==> src/common/rcp_regs.svh <==
// Register offsets, reset values, field positions and timing figures
`ifndef RCP_REGS_SVH
`define RCP_REGS_SVH

`define RCP_OFS_GREEN_G3 8'h0a
`define RCP_OFS_BLUE_G3 8'h0b
`define RCP_OFS_RED_G4 8'h0c
`define RCP_OFS_GREEN_G4 8'h0d
`define RCP_OFS_BLUE_G4 8'h0e
`define RCP_OFS_PATTERN_CTL 8'h0f
`define RCP_OFS_FADE_SEL 8'h10
`define RCP_OFS_G1_ONOFF 8'h11
`define RCP_NUM_REGS 8

`define RCP_RST_ZERO 8'h00
`define RCP_RST_BLUE_BREATHE 8'h40
`define RCP_RST_CTL_BREATHE 8'hdf
`define RCP_RST_SLOTBITS_BREATHE 8'h07

`define RCP_MODE_MSB 7
`define RCP_MODE_LSB 6
`define RCP_DUR_MSB 5
`define RCP_DUR_LSB 3
`define RCP_FADE2_MSB 2
`define RCP_FADE2_LSB 0

`define RCP_CODE_FULL_SCALE 8'hc0
`define RCP_STEP_UA 125

`define RCP_CLK_NS 5
`define RCP_MS_NS 1000000

`define RCP_SLOT_MS_0 188
`define RCP_SLOT_MS_1 250
`define RCP_SLOT_MS_2 375
`define RCP_SLOT_MS_3 500
`define RCP_SLOT_MS_4 750
`define RCP_SLOT_MS_5 1000
`define RCP_SLOT_MS_6 1500
`define RCP_SLOT_MS_7 2000

`define RCP_FADE_MS_0 32
`define RCP_FADE_MS_1 63
`define RCP_FADE_MS_2 125
`define RCP_FADE_MS_3 250
`define RCP_FADE_MS_4 500
`define RCP_FADE_MS_5 1000
`define RCP_FADE_MS_6 2000
`define RCP_FADE_MS_7 4000

`endif

==> src/common/rcp_pkg.sv <==
// Types for the LED current and pattern configuration block
package rcp_pkg;
   typedef enum logic [3:0] {
      RCP_IDLE, RCP_ADDR, RCP_ADDR_ACK, RCP_REG, RCP_REG_ACK,
      RCP_WDATA, RCP_WDATA_ACK, RCP_RDATA, RCP_RDATA_ACK
   } rcp_state_e;
   typedef logic [7:0] rcp_byte_t;
   typedef logic [2:0] rcp_idx_t;
endpackage : rcp_pkg

==> src/rtl/rcp_top.sv <==
// I2C register bank for LED current codes and the pattern engine
`timescale 1ns/1ps
`include "rcp_regs.svh"

// Operation
// - Current code maps linearly, 125 uA per step, 24 mA at 0xc0.
// - Codes above 0xc0 act as full scale.
// - Blue codes reset to 0, or 0x40 (8 mA) in breathe variant.
// - Red and green codes reset to zero and are read/write.
// - Mode field 7:6: off, or engine with 4, 6, 8 slots.
// - Mode resets to 00, or 11 in breathe variant.
// - Slot duration field 5:3 selects 188 ms up to 2.0 s.
// - Slot duration resets to 000, or 011 (500 ms) in breathe variant.
// - Second fade field 2:0 selects 32 ms up to 4 s.
// - Second fade resets to 000, or 111 in breathe variant.
// - Per-slot bit picks first (0) or second (1) fade constant.
// - Fade select bits 7:3 reset 0; bits 2:0 reset 1 in breathe variant.
// - Group 1 per-slot bit: 0 fades down off, 1 turns on fading up.
// - On/off bits 7:3 reset 0; bits 2:0 reset 1 in breathe variant.
// - Enable mode: 00 off, 01 night, 10 normal, 11 restore defaults.
// - First fade constant uses the same 32 ms to 4 s encoding.
module rcp_top
   import rcp_pkg::*;
#(
   parameter logic [6:0] DEV_ADDR = 7'h74,
   parameter bit BREATHE_VARIANT = 1'b0,
   parameter int unsigned MS_CYCLES = `RCP_MS_NS / `RCP_CLK_NS
) (
   // Clock and reset
   input wire logic clk,
   input wire logic arst_n,
   // I2C pins, open drain
   input wire logic scl_i,
   input wire logic sda_i,
   output logic sda_o,
   output logic sda_oe,
   // From the control register
   input wire logic [1:0] enable_mode,
   input wire logic [2:0] first_fade_constant,
   // Clamped current codes
   output logic [7:0] green_code_group3,
   output logic [7:0] blue_code_group3,
   output logic [7:0] red_code_group4,
   output logic [7:0] green_code_group4,
   output logic [7:0] blue_code_group4,
   // Operating state
   output logic night_range,
   output logic shutdown,
   output logic engine_on,
   output logic [2:0] active_slot,
   output logic [11:0] active_fade_ms,
   output logic group1_on
);

   ////////////////////////////////////////////////////////////////////////
   function automatic rcp_byte_t reset_value(input rcp_idx_t idx);
      rcp_byte_t v;
      v = `RCP_RST_ZERO;
      if (BREATHE_VARIANT) begin
         unique case (idx)
            3'd1, 3'd4: v = `RCP_RST_BLUE_BREATHE;
            3'd5: v = `RCP_RST_CTL_BREATHE;
            3'd6, 3'd7: v = `RCP_RST_SLOTBITS_BREATHE;
            default: v = `RCP_RST_ZERO;
         endcase
      end
      return v;
   endfunction : reset_value

   function automatic logic in_map(input rcp_byte_t ptr);
      return (ptr >= `RCP_OFS_GREEN_G3) && (ptr <= `RCP_OFS_G1_ONOFF);
   endfunction : in_map

   function automatic rcp_idx_t reg_idx(input rcp_byte_t ptr);
      rcp_byte_t d;
      d = ptr - `RCP_OFS_GREEN_G3;
      return d[2:0];
   endfunction : reg_idx

   function automatic rcp_byte_t clamp(input rcp_byte_t code);
      return (code > `RCP_CODE_FULL_SCALE) ? `RCP_CODE_FULL_SCALE : code;
   endfunction : clamp

   function automatic logic [10:0] slot_ms(input logic [2:0] c);
      logic [10:0] v;
      v = 11'(`RCP_SLOT_MS_0);
      unique case (c)
         3'd0: v = 11'(`RCP_SLOT_MS_0);
         3'd1: v = 11'(`RCP_SLOT_MS_1);
         3'd2: v = 11'(`RCP_SLOT_MS_2);
         3'd3: v = 11'(`RCP_SLOT_MS_3);
         3'd4: v = 11'(`RCP_SLOT_MS_4);
         3'd5: v = 11'(`RCP_SLOT_MS_5);
         3'd6: v = 11'(`RCP_SLOT_MS_6);
         3'd7: v = 11'(`RCP_SLOT_MS_7);
      endcase
      return v;
   endfunction : slot_ms

   function automatic logic [11:0] fade_ms(input logic [2:0] c);
      logic [11:0] v;
      v = 12'(`RCP_FADE_MS_0);
      unique case (c)
         3'd0: v = 12'(`RCP_FADE_MS_0);
         3'd1: v = 12'(`RCP_FADE_MS_1);
         3'd2: v = 12'(`RCP_FADE_MS_2);
         3'd3: v = 12'(`RCP_FADE_MS_3);
         3'd4: v = 12'(`RCP_FADE_MS_4);
         3'd5: v = 12'(`RCP_FADE_MS_5);
         3'd6: v = 12'(`RCP_FADE_MS_6);
         3'd7: v = 12'(`RCP_FADE_MS_7);
      endcase
      return v;
   endfunction : fade_ms

   ////////////////////////////////////////////////////////////////////////
   // Pin synchronisers; third stage only for edge detection
   logic [2:0] scl_q, sda_q;
   always_ff @(posedge clk or negedge arst_n) begin
      if (!arst_n) begin
         scl_q <= 3'h7;
         sda_q <= 3'h7;
      end else begin
         scl_q <= {scl_q[1:0], scl_i};
         sda_q <= {sda_q[1:0], sda_i};
      end
   end
   logic scl_rise, scl_fall, bus_start, bus_stop, sda_s;
   assign sda_s = sda_q[1];
   assign scl_rise = scl_q[1] && !scl_q[2];
   assign scl_fall = !scl_q[1] && scl_q[2];
   assign bus_start = scl_q[1] && scl_q[2] && !sda_q[1] && sda_q[2];
   assign bus_stop = scl_q[1] && scl_q[2] && sda_q[1] && !sda_q[2];

   ////////////////////////////////////////////////////////////////////////
   rcp_state_e state_q;
   rcp_byte_t shift_q, ptr_q, tx_q;
   logic [3:0] bits_q;
   logic rw_q, mack_q, wr_q;
   rcp_byte_t wr_data_q, wr_ptr_q;
   rcp_byte_t regs_q [`RCP_NUM_REGS];
   rcp_byte_t rd_byte;
   assign rd_byte = in_map(ptr_q) ? regs_q[reg_idx(ptr_q)] : `RCP_RST_ZERO;

   // address byte, then data bytes with auto-increment
   always_ff @(posedge clk or negedge arst_n) begin
      if (!arst_n) begin
         state_q <= RCP_IDLE;
         shift_q <= 8'h00;
         ptr_q <= 8'h00;
         tx_q <= 8'h00;
         bits_q <= 4'h0;
         rw_q <= 1'b0;
         mack_q <= 1'b1;
         wr_q <= 1'b0;
         wr_data_q <= 8'h00;
         wr_ptr_q <= 8'h00;
         sda_oe <= 1'b0;
      end else begin
         wr_q <= 1'b0;
         if (bus_start) begin
            state_q <= RCP_ADDR;
            bits_q <= 4'h0;
            sda_oe <= 1'b0;
         end else if (bus_stop) begin
            state_q <= RCP_IDLE;
            sda_oe <= 1'b0;
         end else if (scl_rise) begin
            if (state_q == RCP_RDATA_ACK) begin
               mack_q <= sda_s;
            end else if (state_q inside {RCP_ADDR, RCP_REG, RCP_WDATA}) begin
               shift_q <= {shift_q[6:0], sda_s};
               bits_q <= bits_q + 4'h1;
            end
         end else if (scl_fall) begin
            unique case (state_q)
               RCP_IDLE: ;
               RCP_ADDR, RCP_REG, RCP_WDATA: begin
                  if (bits_q == 4'h8) begin
                     bits_q <= 4'h0;
                     sda_oe <= 1'b1;
                     if (state_q == RCP_ADDR) begin
                        rw_q <= shift_q[0];
                        state_q <= RCP_ADDR_ACK;
                        if (shift_q[7:1] != DEV_ADDR) begin
                           sda_oe <= 1'b0;
                           state_q <= RCP_IDLE;
                        end
                     end else if (state_q == RCP_REG) begin
                        ptr_q <= shift_q;
                        state_q <= RCP_REG_ACK;
                     end else begin
                        wr_q <= 1'b1;
                        wr_data_q <= shift_q;
                        wr_ptr_q <= ptr_q;
                        ptr_q <= ptr_q + 8'h01;
                        state_q <= RCP_WDATA_ACK;
                     end
                  end
               end
               RCP_ADDR_ACK, RCP_RDATA_ACK: begin
                  if (state_q == RCP_RDATA_ACK && mack_q) begin
                     sda_oe <= 1'b0;
                     state_q <= RCP_IDLE;
                  end else if (rw_q) begin
                     // First data bit goes out on the ack's falling edge
                     sda_oe <= !rd_byte[7];
                     tx_q <= {rd_byte[6:0], 1'b0};
                     ptr_q <= ptr_q + 8'h01;
                     bits_q <= 4'h1;
                     state_q <= RCP_RDATA;
                  end else begin
                     sda_oe <= 1'b0;
                     state_q <= RCP_REG;
                  end
               end
               RCP_REG_ACK, RCP_WDATA_ACK: begin
                  sda_oe <= 1'b0;
                  state_q <= RCP_WDATA;
               end
               RCP_RDATA: begin
                  if (bits_q == 4'h8) begin
                     sda_oe <= 1'b0;
                     state_q <= RCP_RDATA_ACK;
                  end else begin
                     sda_oe <= !tx_q[7];
                     tx_q <= {tx_q[6:0], 1'b0};
                     bits_q <= bits_q + 4'h1;
                  end
               end
            endcase
         end
      end
   end

   always_ff @(posedge clk or negedge arst_n) begin
      if (!arst_n) begin
         sda_o <= 1'b0;
      end else begin
         sda_o <= 1'b0;
      end
   end

   ////////////////////////////////////////////////////////////////////////
   // variant reset and restore
   always_ff @(posedge clk or negedge arst_n) begin
      if (!arst_n) begin
         for (int i = 0; i < `RCP_NUM_REGS; i++) begin
            regs_q[i] <= reset_value(3'(i));
         end
      end else if (enable_mode == 2'b11) begin
         // restore wins over a write in the same cycle
         for (int i = 0; i < `RCP_NUM_REGS; i++) begin
            regs_q[i] <= reset_value(3'(i));
         end
      end else if (wr_q && in_map(wr_ptr_q)) begin
         regs_q[reg_idx(wr_ptr_q)] <= wr_data_q;
      end
   end

   ////////////////////////////////////////////////////////////////////////
   // current codes, clamped, zero target when off
   generate
      for (genvar g = 0; g < 5; g++) begin : g_code
         logic [7:0] code_q;
         always_ff @(posedge clk or negedge arst_n) begin
            if (!arst_n) begin
               code_q <= 8'h00;
            end else begin
               code_q <= (enable_mode == 2'b00) ? 8'h00 : clamp(regs_q[g]);
            end
         end
      end
   endgenerate
   assign green_code_group3 = g_code[0].code_q;
   assign blue_code_group3 = g_code[1].code_q;
   assign red_code_group4 = g_code[2].code_q;
   assign green_code_group4 = g_code[3].code_q;
   assign blue_code_group4 = g_code[4].code_q;

   always_ff @(posedge clk or negedge arst_n) begin
      if (!arst_n) begin
         night_range <= 1'b0;
         shutdown <= 1'b1;
      end else begin
         night_range <= (enable_mode == 2'b01);
         shutdown <= (enable_mode == 2'b00);
      end
   end

   ////////////////////////////////////////////////////////////////////////
   logic [1:0] pmode;
   logic [2:0] dur, last_slot;
   logic [31:0] ms_cnt_q;
   logic [10:0] slot_ms_q;
   logic [2:0] slot_q;
   logic ms_tick, slot_end, run;
   assign pmode = regs_q[5][`RCP_MODE_MSB:`RCP_MODE_LSB];
   assign dur = regs_q[5][`RCP_DUR_MSB:`RCP_DUR_LSB];
   // last slot for 4, 6 or 8 slots
   assign last_slot = (pmode == 2'b01) ? 3'd3 : (pmode == 2'b10) ? 3'd5 : 3'd7;
   // Engine stops while the device is off
   assign run = (pmode != 2'b00) && (enable_mode != 2'b00);
   assign ms_tick = (ms_cnt_q == MS_CYCLES - 1);
   // slot held for its duration in milliseconds
   // Shorter duration written mid-slot ends the slot at the next millisecond tick
   assign slot_end = ms_tick && (slot_ms_q >= slot_ms(dur) - 11'd1);

   always_ff @(posedge clk or negedge arst_n) begin
      if (!arst_n) begin
         ms_cnt_q <= 32'h0;
         slot_ms_q <= 11'h0;
         slot_q <= 3'h0;
      end else if (!run) begin
         ms_cnt_q <= 32'h0;
         slot_ms_q <= 11'h0;
         slot_q <= 3'h0;
      end else begin
         ms_cnt_q <= ms_tick ? 32'h0 : ms_cnt_q + 32'h1;
         if (slot_end) begin
            slot_ms_q <= 11'h0;
            // wrap after the last enabled slot
            slot_q <= (slot_q >= last_slot) ? 3'h0 : slot_q + 3'h1;
         end else if (ms_tick) begin
            slot_ms_q <= slot_ms_q + 11'h1;
         end
      end
   end

   // per-slot fade and group 1 state
   always_ff @(posedge clk or negedge arst_n) begin
      if (!arst_n) begin
         engine_on <= 1'b0;
         active_slot <= 3'h0;
         active_fade_ms <= 12'h0;
         group1_on <= 1'b0;
      end else begin
         engine_on <= run;
         active_slot <= slot_q;
         group1_on <= run && regs_q[7][slot_q];
         active_fade_ms <= (run && regs_q[6][slot_q]) ?
            fade_ms(regs_q[5][`RCP_FADE2_MSB:`RCP_FADE2_LSB]) :
            fade_ms(first_fade_constant);
      end
   end
endmodule : rcp_top

==> config.mk <==
export PLATFORM = sky130hd
export DESIGN_NAME = rcp_top
export DESIGN_NICKNAME = d
export VERILOG_FILES = /design/src/common/rcp_pkg.sv /design/src/rtl/rcp_top.sv
export VERILOG_INCLUDE_DIRS = /design/src /design/src/common
export SDC_FILE = /design/constraint.sdc
export NUM_CORES = 1
export LEC_CHECK = 0
export BUFFER_PORTS_ARGS = -buffer_cell sky130_fd_sc_hd__buf_2
export CAP_MARGIN = 20
export CORE_MARGIN = 3
export CORE_UTILIZATION = 59
export DETAILED_ROUTE_END_ITERATION = 6
export PLACE_DENSITY = 0.9
export SYNTH_ARGS = -nofsm -noshare
export SYNTH_HDL_FRONTEND = slang
export SYNTH_SLANG_ARGS = --single-unit
export TNS_END_PERCENT = 5
==> constraint.sdc <==
create_clock -name clk -period 6.74 [get_ports clk]
set_clock_uncertainty 0.05 [all_clocks]
set_input_delay 1.348 -clock clk [delete_from_list [all_inputs] [get_ports clk]]
set_output_delay 1.348 -clock clk [all_outputs]
set_load 0.02 [all_outputs]
==> flow_summary.yaml, run 1 <==
sta:
  grt_setup_unrepaired: "no"
  setup_tns_ns: 0
  final-max-slew-violation-count: 0
  setup_viol: 0
  final_min_period_over_clock_period_pct: 50.7
  worst_slew_pin_slew_ns: 1.07
  timing.final.hold_violations: 0
  maxClockFrequency_mhz: 293
  final_critical_path_setup_slack_ns: 3.32
  worst_max_slew_margin_expressed_relative_to_the_limit_pct: 28.9
  final_min_period_ns: 3.42
cts:
  post_cts.resized_instances: 0
  clock_insertion_delay_worst_skew_ns: 0.52
  cts_setup_buffers: 0
  clock_tree_from_tritoncts: "done"
  clkSlewWorstSetupHoldPaths_ns: 0.06
  cts_buffer_depth: 3
  cts_inserted_buffers: 24
  depth_of_the_cts_h_tree: 1
  cts_hold_buffers_added: 0
  cts_sinks: 226
  clk_root_buffer_cell: "clkbuf_16"
synthesis:
  yosys_synthesis_warning_count: 0
  ys_types: 72
  synth-seq-cells: 226
  synth-edff-count: 0
  synth_cells: 1053
  avgSynthCellArea_sq_um: 10.8
  post-synth-top-count-cell: "dfrtp_1"
  synth_top_area_cells: "dfrtp_1, mux2i_1, ha_1"
  post_synthesis_instance_area_sq_um: 11300
  synth_fp_nets: 1104
  synth-main-ff-cell: "dfrtp_1"
  async_reset_ff_share_pct: 100
  synth_sequential_area_ratio_pct: 50.0
  post_synth_most_frequent_cells: "dfrtp_1, nor2_1, nand2_1"
  post-synth-top-area-fraction_pct: 48.1
  yosysTopAreaCell: "dfrtp_1"
worst_setup_path:
  critical_path_arrival_ns: 3.77
  regToRegStartpoint: "dur[1]$_DFFE_PN0P_"
  required_ns: 7.09
  crit_chain: "inv_1, ha_1, mux2i_1, ha_1, nand3_1, nand2_1, o22ai_1, ha_1, and4_1, o21ai_0, o221ai_1, a31o_2, nand2_1, mux2_2"
  critPathMostFrequentCell: "ha_1"
  timing_worst_setup_path_type: "reg2reg"
  critPathMaxStageDelay_ns: 0.52
  rr_worst_depth: 14
  timing.critical_path.fanout_max: 15
  cp-start-kind: "register"
  crit_buf_inv: 1
  regToRegSetupSlack_ns: 3.32
  worstSetupPathDepth: 14
  cp_slowest_cell: "dfrtp_1"
  critPathCaptureType: "register"
  cp_top_family: "adder cells"
  worstReg2RegEnd: "slot_q[0]$_DFFE_PN0P_"
placed_design:
  hpwl_um: 16700
  detailedPlace.worstSlack_ns: 3.10
  globalplace.congestion: 0.871
  port_buffers: 68
routing:
  final_antenna_net_count: 0
  drt_iter0_drc: 994
  wirelength_um: 26100
  routed_vias_inst: 6.21
  vias: 8382
  post_drt_wl_per_cell_um: 19.4
  drt_first_pass_iters: 6
  total_drc_errors_in_the_routed_layout: 0
die:
  die_h_um: 145
  floorplan.core_area_sq_um: 18800
  floorplan.rows: 50
  ios: 70
  floorplan.die_area_sq_um: 20900
  die_width_um: 145
  initial_utilization_pct: 60.4
finish:
  antenna-diode-count: 0
  area_growth_syn_to_layout_pct: 11.9
  final_layout_size_suffix_gt1_share_pct: 18.1
  layout.area.seq_sq_um: 5670
  n_fill_cell: 1230
  fin_nets: 1150
  multiInputGateArea_sq_um: 5320
min_path:
  worst_min_path_start: "sda_q[0]$_DFF_PN1_"
  min-delay-path-class: "reg2reg"
  timing.hold.worst_path_depth: 0
  hold_path_end: "sda_q[1]$_DFF_PN1_"
power:
  sequentialPowerShare_pct: 47.1
  internal-power_w: 0.00238
  sw_frac_of_total_pct: 25.5
  power_per_cell_area_nw_per_um2: 252
  cellLeakagePower_nw: 6.02
  switchingPower_w: 0.000816
  power_frac_comb_pct: 10.0
  clock_power_share_pct: 42.9
  power.ir.vdd_worst_mv: 0.224
global_routing:
  grt_pass1_vias: 8282
  pin_count_of_the_biggest_net_entering_global_routing: 186
  globalRouteOverflowTotal: 0
  antenna_found_initial: 0
  first_pass_grt_wire_length_um: 41000
  grt_use_total_pct: 24.2
status:
  run_status: "complete, no violations"
run:
  maxCapViolations: 0
logic make-up (layout without fill, tap and decap cells):
logic type	after synthesis	count (layout)	synth area share, %
other	1	1	0.0331
adders and majority gates	42	42	4.64
buffers and inverters	84	147	3.12
AOI/OAI and AO/OA	140	140	8.30
muxes	122	122	13.3
xor gates and xnor gates	33	33	2.55
DFF	226	226	50.0
and+or+nand+nor	405	405	18.1
worst max path at each step:
stage | start | to | slack (ns)
global route | dur[1]$_DFFE_PN0P_ | slot_q[0]$_DFFE_PN0P_ | 3.04
detailed placement | enable_mode[1] | slot_ms_q[2]$_DFFE_PN0P_ | 3.10
finish | dur[1]$_DFFE_PN0P_ | slot_q[0]$_DFFE_PN0P_ | 3.32
floorplan | dur[0]$_DFFE_PN0P_ | slot_ms_q[4]$_DFFE_PN0P_ | 3.67
CTS | dur[1]$_DFFE_PN0P_ | slot_q[0]$_DFFE_PN0P_ | 3.34
global placement | enable_mode[1] | slot_q[0]$_DFFE_PN0P_ | 3.12
per-layer routing:
metal  vias up  global-route usage, %  part of all wire [%]
met1      4105                   30.9                    40
met3        90                   5.46                   7.6
met4         0                   9.13                   3.4
li1       3796                      -                     -
met5         -                      0                     0
met2       391                   40.6                    49
registers in the layout, summed over array words and instances (netlist names), 3 cells and up:
signal and cells:
active_fade_ms 12, active_slot 3, bits_q 4, blue_code_group3 8, blue_code_group4 8, dur 3, green_code_group3 8, green_code_group4 8
ms_cnt_q 32, ptr_q 8, red_code_group4 8, regs_q 59, scl_q 3, sda_q 3, shift_q 8, slot_ms_q 11
slot_q 3, state_q 4, tx_q 7, wr_data_q 8, wr_ptr_q 8
stage by stage:
step / total power, W / cells / cell area (sq um) / hold WS (ns) / utilization (%)
floorplan: 0.00174 / 1053 / 11300 / 0.295 / -
global placement: 0.00183 / 1304 / 11800 / 0.296 / 62.8
detailed placement: 0.00184 / 1304 / 11800 / 0.297 / 62.8
CTS: 0.00320 / 1347 / 12600 / 0.305 / 67.2
global route: 0.00331 / 1350 / 12700 / 0.314 / 67.6
finish: 0.00320 / 1350 / 12700 / 0.305 / 67.6
power groups by stage:
stage | Clock (W) | Combinational (W) | Sequential [W]
after floorplan | 0 | 0.000245 | 0.00150
after global placement | 0 | 0.000301 | 0.00152
after detailed placement | 0 | 0.000313 | 0.00153
after CTS | 0.00138 | 0.000317 | 0.00151
after global routing | 0.00144 | 0.000354 | 0.00152
final | 0.00137 | 0.000320 | 0.00151
worst reg2reg max path, cell delays in order (launching register included):
cell and delay, ns:
dfrtp_1 0.52, inv_1 0.14, ha_1 0.29, mux2i_1 0.20
ha_1 0.27, nand3_1 0.09, nand2_1 0.08, o22ai_1 0.08
ha_1 0.31, and4_1 0.18, o21ai_0 0.07, o221ai_1 0.21
a31o_2 0.37, nand2_1 0.13, mux2_2 0.32
cell type report:
class                      count  share of cell area [%]
clock inverter                 7                   0.720
tap                          234                    2.31
timing repair buffer          76                    3.65
inverter                      28                   0.829
multi-input combinational    743                    41.9
sequential                   226                    44.7
clock buffer                  36                    5.89
cells in the final DEF (no fill, tap or decap), drive strengths merged, types with 5 or more instances in the layout:
cell	instances
o21ai	32
nand3b	6
and3	35
clkbuf	36
nor4	12
xnor2	16
nor3	13
buf	76
nor2b	16
and2	23
inv	28
o211ai	5
mux2i	72
xor2	17
nor4b	7
nand2b	7
mux4	20
o31ai	6
a31oi	6
nand2	76
dfstp	8
dfrtp	218
a22o	10
mux2	30
nor2	139
nand3	37
a21oi	40
ha	42
a211oi	5
o22ai	6
nand4	11
a2bb2oi	6
Power figures use the tool's default switching activity.
==> run 2, diff against run 1 <==
CORE_UTILIZATION = 55   (was 59)
PLACE_DENSITY = 0.88   (was 0.9)
clock period = 2.95 ns   (was 6.74 ns; I/O delays follow)
==> run 2 against run 1 <==
Net effect:
- the flow now finishes with violations (negative setup slack)
- critical path depth is 1 lower
- largest cell class unchanged
- critical endpoint is now slot_ms_q[7]$_DFFE_PN0P_
- sequential cell count stayed put
- register-to-register slack worse by 3.5 ns
- worst hold slack worse by 0.18 ns
==> flow_summary.yaml, run 2 (synthesized netlist as in run 1, its figures left out) <==
status:
  run_status: "finished, violations left"
  violations: "negative setup slack"
sta:
  grt_setup_unrepaired: "yes"
  setup_tns_ns: -1.44
  timing.final.hold_violations: 0
  worst_max_slew_margin_expressed_relative_to_the_limit_pct: 48.4
  final-max-slew-violation-count: 0
  final_min_period_ns: 3.10
  setup_viol: 14
  worst_slew_pin_slew_ns: 0.768
  final_min_period_over_clock_period_pct: 105
  final_critical_path_setup_slack_ns: -0.145
  maxClockFrequency_mhz: 323
placed_design:
  hpwl_um: 17500
  port_buffers: 68
  globalplace.congestion: 0.884
  place_area_sq_um: 12000
  placedCellCount: 1357
routing:
  routed_vias_inst: 6.19
  wirelength_um: 27600
  topRoutingLayerUsed: "met4"
  drt_first_pass_iters: 7
  wl_met3_um: 2180
  vias: 8711
  wl_met2_um: 13400
  total_drc_errors_in_the_routed_layout: 0
  routedLengthMet1_um: 10900
  final_antenna_net_count: 0
  post_drt_wl_per_cell_um: 19.6
  drt_iter0_drc: 877
worst_setup_path:
  critical_path_arrival_ns: 3.44
  required_ns: 3.30
  timing_worst_setup_path_type: "reg2reg"
  rr_worst_depth: 13
  cp-start-kind: "register"
  regToRegSetupSlack_ns: -0.15
  worstReg2RegEnd: "slot_ms_q[7]$_DFFE_PN0P_"
  critPathCaptureType: "register"
  regToRegStartpoint: "dur[1]$_DFFE_PN0P_"
  timing.critical_path.fanout_max: 8
die:
  die_h_um: 150
  floorplan.core_area_sq_um: 19800
  ios: 70
  die_width_um: 150
  initial_utilization_pct: 57.1
  floorplan.rows: 51
  floorplan.die_area_sq_um: 22400
finish:
  regMostFlops: "regs_q"
  layout.cells.most_common_list: "dfrtp_1, nor2_1, nand2_1"
  final_layout_size_suffix_gt1_share_pct: 21.2
  fin_nets: 1176
  antenna-diode-count: 0
  fin_cells: 1407
  mostFrequentLayoutCell: "dfrtp_1"
  largest_reg_flops: 59
  area_growth_syn_to_layout_pct: 14.4
  final_design_area_no_fill_sq_um: 13000
  n_fill_cell: 1355
  top_regs: "regs_q: 59 flops, ms_cnt_q: 32 flops, active_fade_ms: 12 flops"
cts:
  clock_insertion_delay_worst_skew_ns: 0.52
  clk_root_buffer_cell: "clkbuf_16"
  cts_buffer_depth: 3
  clock_tree_from_tritoncts: "done"
  cts_sinks: 226
  cts_inserted_buffers: 25
  clkSlewWorstSetupHoldPaths_ns: 0.06
  depth_of_the_cts_h_tree: 1
global_routing:
  grt_pass1_vias: 8670
  first_pass_grt_wire_length_um: 43400
  antenna_found_initial: 0
  pin_count_of_the_biggest_net_entering_global_routing: 65
  globalRouteOverflowTotal: 0
  grt_use_total_pct: 23.7
power:
  power_per_cell_area_nw_per_um2: 547
  sw_frac_of_total_pct: 26.4
  internal-power_w: 0.00522
  cellLeakagePower_nw: 6.11
  power.ir.vdd_worst_mv: 0.392
  sequentialPowerShare_pct: 48.6
  clock_power_share_pct: 41.0
  power_frac_comb_pct: 10.4
  switchingPower_w: 0.00187
min_path:
  timing.hold.worst_path_depth: 1
  min-delay-path-class: "in2reg"
  worst_min_path_start: "sda_i"
  hold_path_end: "sda_q[0]$_DFF_PN1_"
run:
  maxCapViolations: 0
run 2: cell count changes in the layout (fill, tap and decap cells not counted), moves of 4 or more:
cell,delta
buf_6,+5
ha_1,-5
o21ai_0,-4
buf_4,+19
clkbuf_1,+6
ha_4,+4
run 2: stage by stage:
stage / hold slack [ns] / power (W) / util, % / worst slack, ns
detailed placement: 0.297 / 0.00422 / 60.5 / -0.164
finish: 0.124 / 0.00709 / 65.4 / -0.145
CTS: 0.114 / 0.00711 / 64.8 / 0.0142
global placement: 0.297 / 0.00419 / 60.5 / -0.0690
floorplan: 0.244 / 0.00398 / - / 0.0271
global route: 0.120 / 0.00736 / 65.4 / -0.234
run 2: area by class of cell:
type | count | area (sq um) | area share, %
clock buffers | 39 | 728 | 5.61
flip-flops and latches | 226 | 5670 | 43.7
multi-input cells | 744 | 5470 | 42.1
well taps | 265 | 332 | 2.56
clock inverters | 5 | 31.3 | 0.241
inverters | 28 | 110 | 0.849
repair buffers | 100 | 637 | 4.91
run 2: worst max path at each step:
stage | to | start | depth (start not counted)
after detailed placement | slot_ms_q[2]$_DFFE_PN0P_ | dur[0]$_DFFE_PN0P_ | 15
after global routing | slot_ms_q[8]$_DFFE_PN0P_ | dur[1]$_DFFE_PN0P_ | 12
after CTS | slot_ms_q[7]$_DFFE_PN0P_ | dur[0]$_DFFE_PN0P_ | 15
after floorplan | slot_ms_q[4]$_DFFE_PN0P_ | dur[2]$_DFFE_PN0P_ | 16
after global placement | slot_ms_q[7]$_DFFE_PN0P_ | dur[0]$_DFFE_PN0P_ | 15
final | slot_ms_q[7]$_DFFE_PN0P_ | dur[1]$_DFFE_PN0P_ | 13
run 2: routing by layer:
metal,vias up,global-route usage [%]
met5,-,0
met4,0,8.65
met3,101,4.72
met1,4323,30.8
li1,3858,-
met2,429,39.6
run 2: worst max-delay path, stage by stage, from the launching register on:
cell,delay (ns)
dfrtp_2,0.43
buf_6,0.14
buf_4,0.17
ha_2,0.20
a31oi_1,0.29
o22ai_2,0.14
ha_1,0.30
and4_1,0.25
o21ai_2,0.09
o221ai_2,0.25
a31o_4,0.27
nor2_4,0.06
buf_6,0.15
a22o_1,0.19
run 2: timing repair:
action / CTS / global route
pin swaps: 9 / 20
hold buffers: 1 / 0
endpoints found under the setup margin: 14 / 14
gates resized for setup: 17 / 22
setup buffers: 2 / 1
hold endpoints to repair: 39 / 0
gates cloned: 1 / 0
run 2: power groups by stage:
| stage | registers (W) | logic [W] | clock network [W] |
|---|---|---|---|
| floorplan | 0.00342 | 0.000560 | 0 |
| global placement | 0.00348 | 0.000704 | 0 |
| detailed placement | 0.00349 | 0.000732 | 0 |
| CTS | 0.00344 | 0.000739 | 0.00293 |
| global route | 0.00347 | 0.000824 | 0.00307 |
| finish | 0.00344 | 0.000736 | 0.00291 |
==> run 3, diff against run 2 <==
CORE_UTILIZATION = 30   (was 55)
CTS_CLUSTER_SIZE = 12   (was unset)
PLACE_DENSITY = 0.59   (was 0.88)
==> run 3 against run 2 <==
Net effect:
- the run still ends with negative setup slack left
- sequential power is essentially flat
- first-iteration DRC count shrank 41%
- non-clock buffer count rose by 6
- combinational power hardly changed
- utilization shrank 29 points
- clock power rose by 21%
- cell count increased by 18%
- register-to-register slack gained 0.14 ns
==> flow_summary.yaml, run 3 (synthesized netlist as in run 1, its figures left out) <==
status:
  run_status: "finished, violations left"
  violations: "negative setup slack"
power:
  power.ir.vdd_worst_mv: 0.296
  switchingPower_w: 0.00193
  sw_frac_of_total_pct: 25.1
  sequentialPowerShare_pct: 44.8
  power_frac_comb_pct: 9.6
  power_per_cell_area_nw_per_um2: 569
  cellLeakagePower_nw: 6.24
  clock_power_share_pct: 45.7
  internal-power_w: 0.00576
finish:
  final_layout_size_suffix_gt1_share_pct: 22.6
  fin_cells: 1656
  regMostFlops: "regs_q"
  fin_nets: 1183
  antenna-diode-count: 0
  mostFrequentLayoutCell: "dfrtp_1"
  layout.cells.most_common_list: "dfrtp_1, nor2_1, nand2_1"
  area_growth_syn_to_layout_pct: 19.2
  top_regs: "regs_q: 59 flops, ms_cnt_q: 32 flops, active_fade_ms: 12 flops"
  largest_reg_flops: 59
  final_util_pct: 36.5
placed_design:
  detailedPlace.worstSlack_ns: -0.117
  hpwl_um: 18300
  placedCellCount: 1605
  globalplace.congestion: 0.806
  port_buffers: 68
sta:
  final_min_period_ns: 2.95
  final_critical_path_setup_slack_ns: -0.00180
  timing.final.hold_violations: 0
  worst_slew_pin_slew_ns: 0.820
  worst_max_slew_margin_expressed_relative_to_the_limit_pct: 44.9
  grt_setup_unrepaired: "yes"
  maxClockFrequency_mhz: 339
  final-max-slew-violation-count: 0
  setup_viol: 1
  final_min_period_over_clock_period_pct: 100
die:
  floorplan.rows: 70
  ios: 70
  floorplan.die_area_sq_um: 40200
  die_h_um: 200
  floorplan.core_area_sq_um: 37000
  initial_utilization_pct: 30.7
  die_width_um: 200
routing:
  wirelength_um: 26600
  vias: 8097
  post_drt_wl_per_cell_um: 16.1
  drt_iter0_drc: 518
  total_drc_errors_in_the_routed_layout: 0
  final_antenna_net_count: 0
  drt_first_pass_iters: 5
  routed_vias_inst: 4.89
cts:
  cts_sinks: 226
  cts_inserted_buffers: 26
  clk_root_buffer_cell: "clkbuf_16"
  clock_insertion_delay_worst_skew_ns: 0.53
  cts_buffer_depth: 3
  depth_of_the_cts_h_tree: 1
  clock_tree_from_tritoncts: "done"
  clkSlewWorstSetupHoldPaths_ns: 0.06
global_routing:
  pin_count_of_the_biggest_net_entering_global_routing: 86
  antenna_found_initial: 0
  globalRouteOverflowTotal: 0
  grt_use_total_pct: 13.1
  grt_pass1_vias: 8193
  first_pass_grt_wire_length_um: 44100
worst_setup_path:
  required_ns: 3.31
  timing.critical_path.fanout_max: 7
  timing_worst_setup_path_type: "reg2reg"
  cp-start-kind: "register"
  critPathCaptureType: "register"
  critical_path_arrival_ns: 3.31
min_path:
  min-delay-path-class: "in2async"
run:
  maxCapViolations: 0
[run 3: repair_timing]
action / 4_1_cts / 5_1_grt
gates resized for setup: 6 / 35
gates cloned: 1 / 0
hold buffers: 0 / 0
endpoints found under the setup margin: 14 / 14
pin swaps: 3 / 19
setup buffers: 2 / 1
[run 3: metrics by stage]
| stage | cell area (sq um) | hold slack, ns | total power (W) | setup TNS [ns] |
|---|---|---|---|---|
| 2_1_floorplan | 11300 | 0.244 | 0.00398 | 0 |
| 3_3_place_gp | 12400 | 0.298 | 0.00423 | -1.40 |
| 3_5_place_dp | 12400 | 0.297 | 0.00424 | -1.27 |
| 4_1_cts | 13400 | 0.0470 | 0.00779 | 0 |
| 5_1_grt | 13500 | 0.0635 | 0.00804 | -1.23 |
| 6_report | 13500 | 0.00913 | 0.00769 | -0.00180 |
[run 3: path summary, 6_finish.rpt]
| kind | cells past startpoint | start | slack (ns) | to |
|---|---|---|---|---|
| worst max-delay path | 15 | dur[0]$_DFFE_PN0P_ | -0.002 | slot_ms_q[6]$_DFFE_PN0P_ |
| worst min-delay path | 1 | arst_n | 0.009 | ms_cnt_q[6]$_DFF_PN0_ |
| worst max register to register | 15 | dur[0]$_DFFE_PN0P_ | -0.002 | slot_ms_q[6]$_DFFE_PN0P_ |
| worst min register to register | 0 | scl_q[0]$_DFF_PN1_ | 0.30 | scl_q[1]$_DFF_PN1_ |
| max in group asynchronous | 2 | arst_n | 2.04 | slot_ms_q[9]$_DFFE_PN0P_ |
| min in group clk | 1 | scl_i | 0.13 | scl_q[0]$_DFF_PN1_ |
[run 3: critical path, cell delays in order, from the launching register on]
cell	delay [ns]
dfrtp_2	0.43
inv_4	0.09
ha_4	0.20
mux2i_2	0.17
ha_2	0.23
nand3_2	0.06
nand2_1	0.08
o22ai_2	0.06
ha_1	0.29
and4_1	0.20
o21ai_2	0.07
o221ai_2	0.26
a31o_4	0.26
nor2_4	0.06
buf_6	0.15
a22o_1	0.18
[run 3: per-layer routing]
layer	track usage (%)	part of all wire, %
met1	19.3	49
met2	20.6	45
met3	2.36	5.4
met4	2.41	1.2
met5	0	0
[run 3: cell type report]
type,instances,area [sq um]
Inverter,28,110
Clock buffer,36,718
Timing Repair Buffer,106,676
Fill cell,3651,23500
Clock inverter,12,221
Sequential cell,226,5670
Tap cell,504,631
Multi-Input combinational cell,744,5480
[run 3: power groups by stage]
stage | Combinational (W) | Sequential, W | Clock [W]
after CTS | 0.000749 | 0.00344 | 0.00360
after global routing | 0.000832 | 0.00347 | 0.00374
after detailed placement | 0.000746 | 0.00349 | 0
final | 0.000737 | 0.00344 | 0.00351
after floorplan | 0.000560 | 0.00342 | 0
after global placement | 0.000735 | 0.00349 | 0
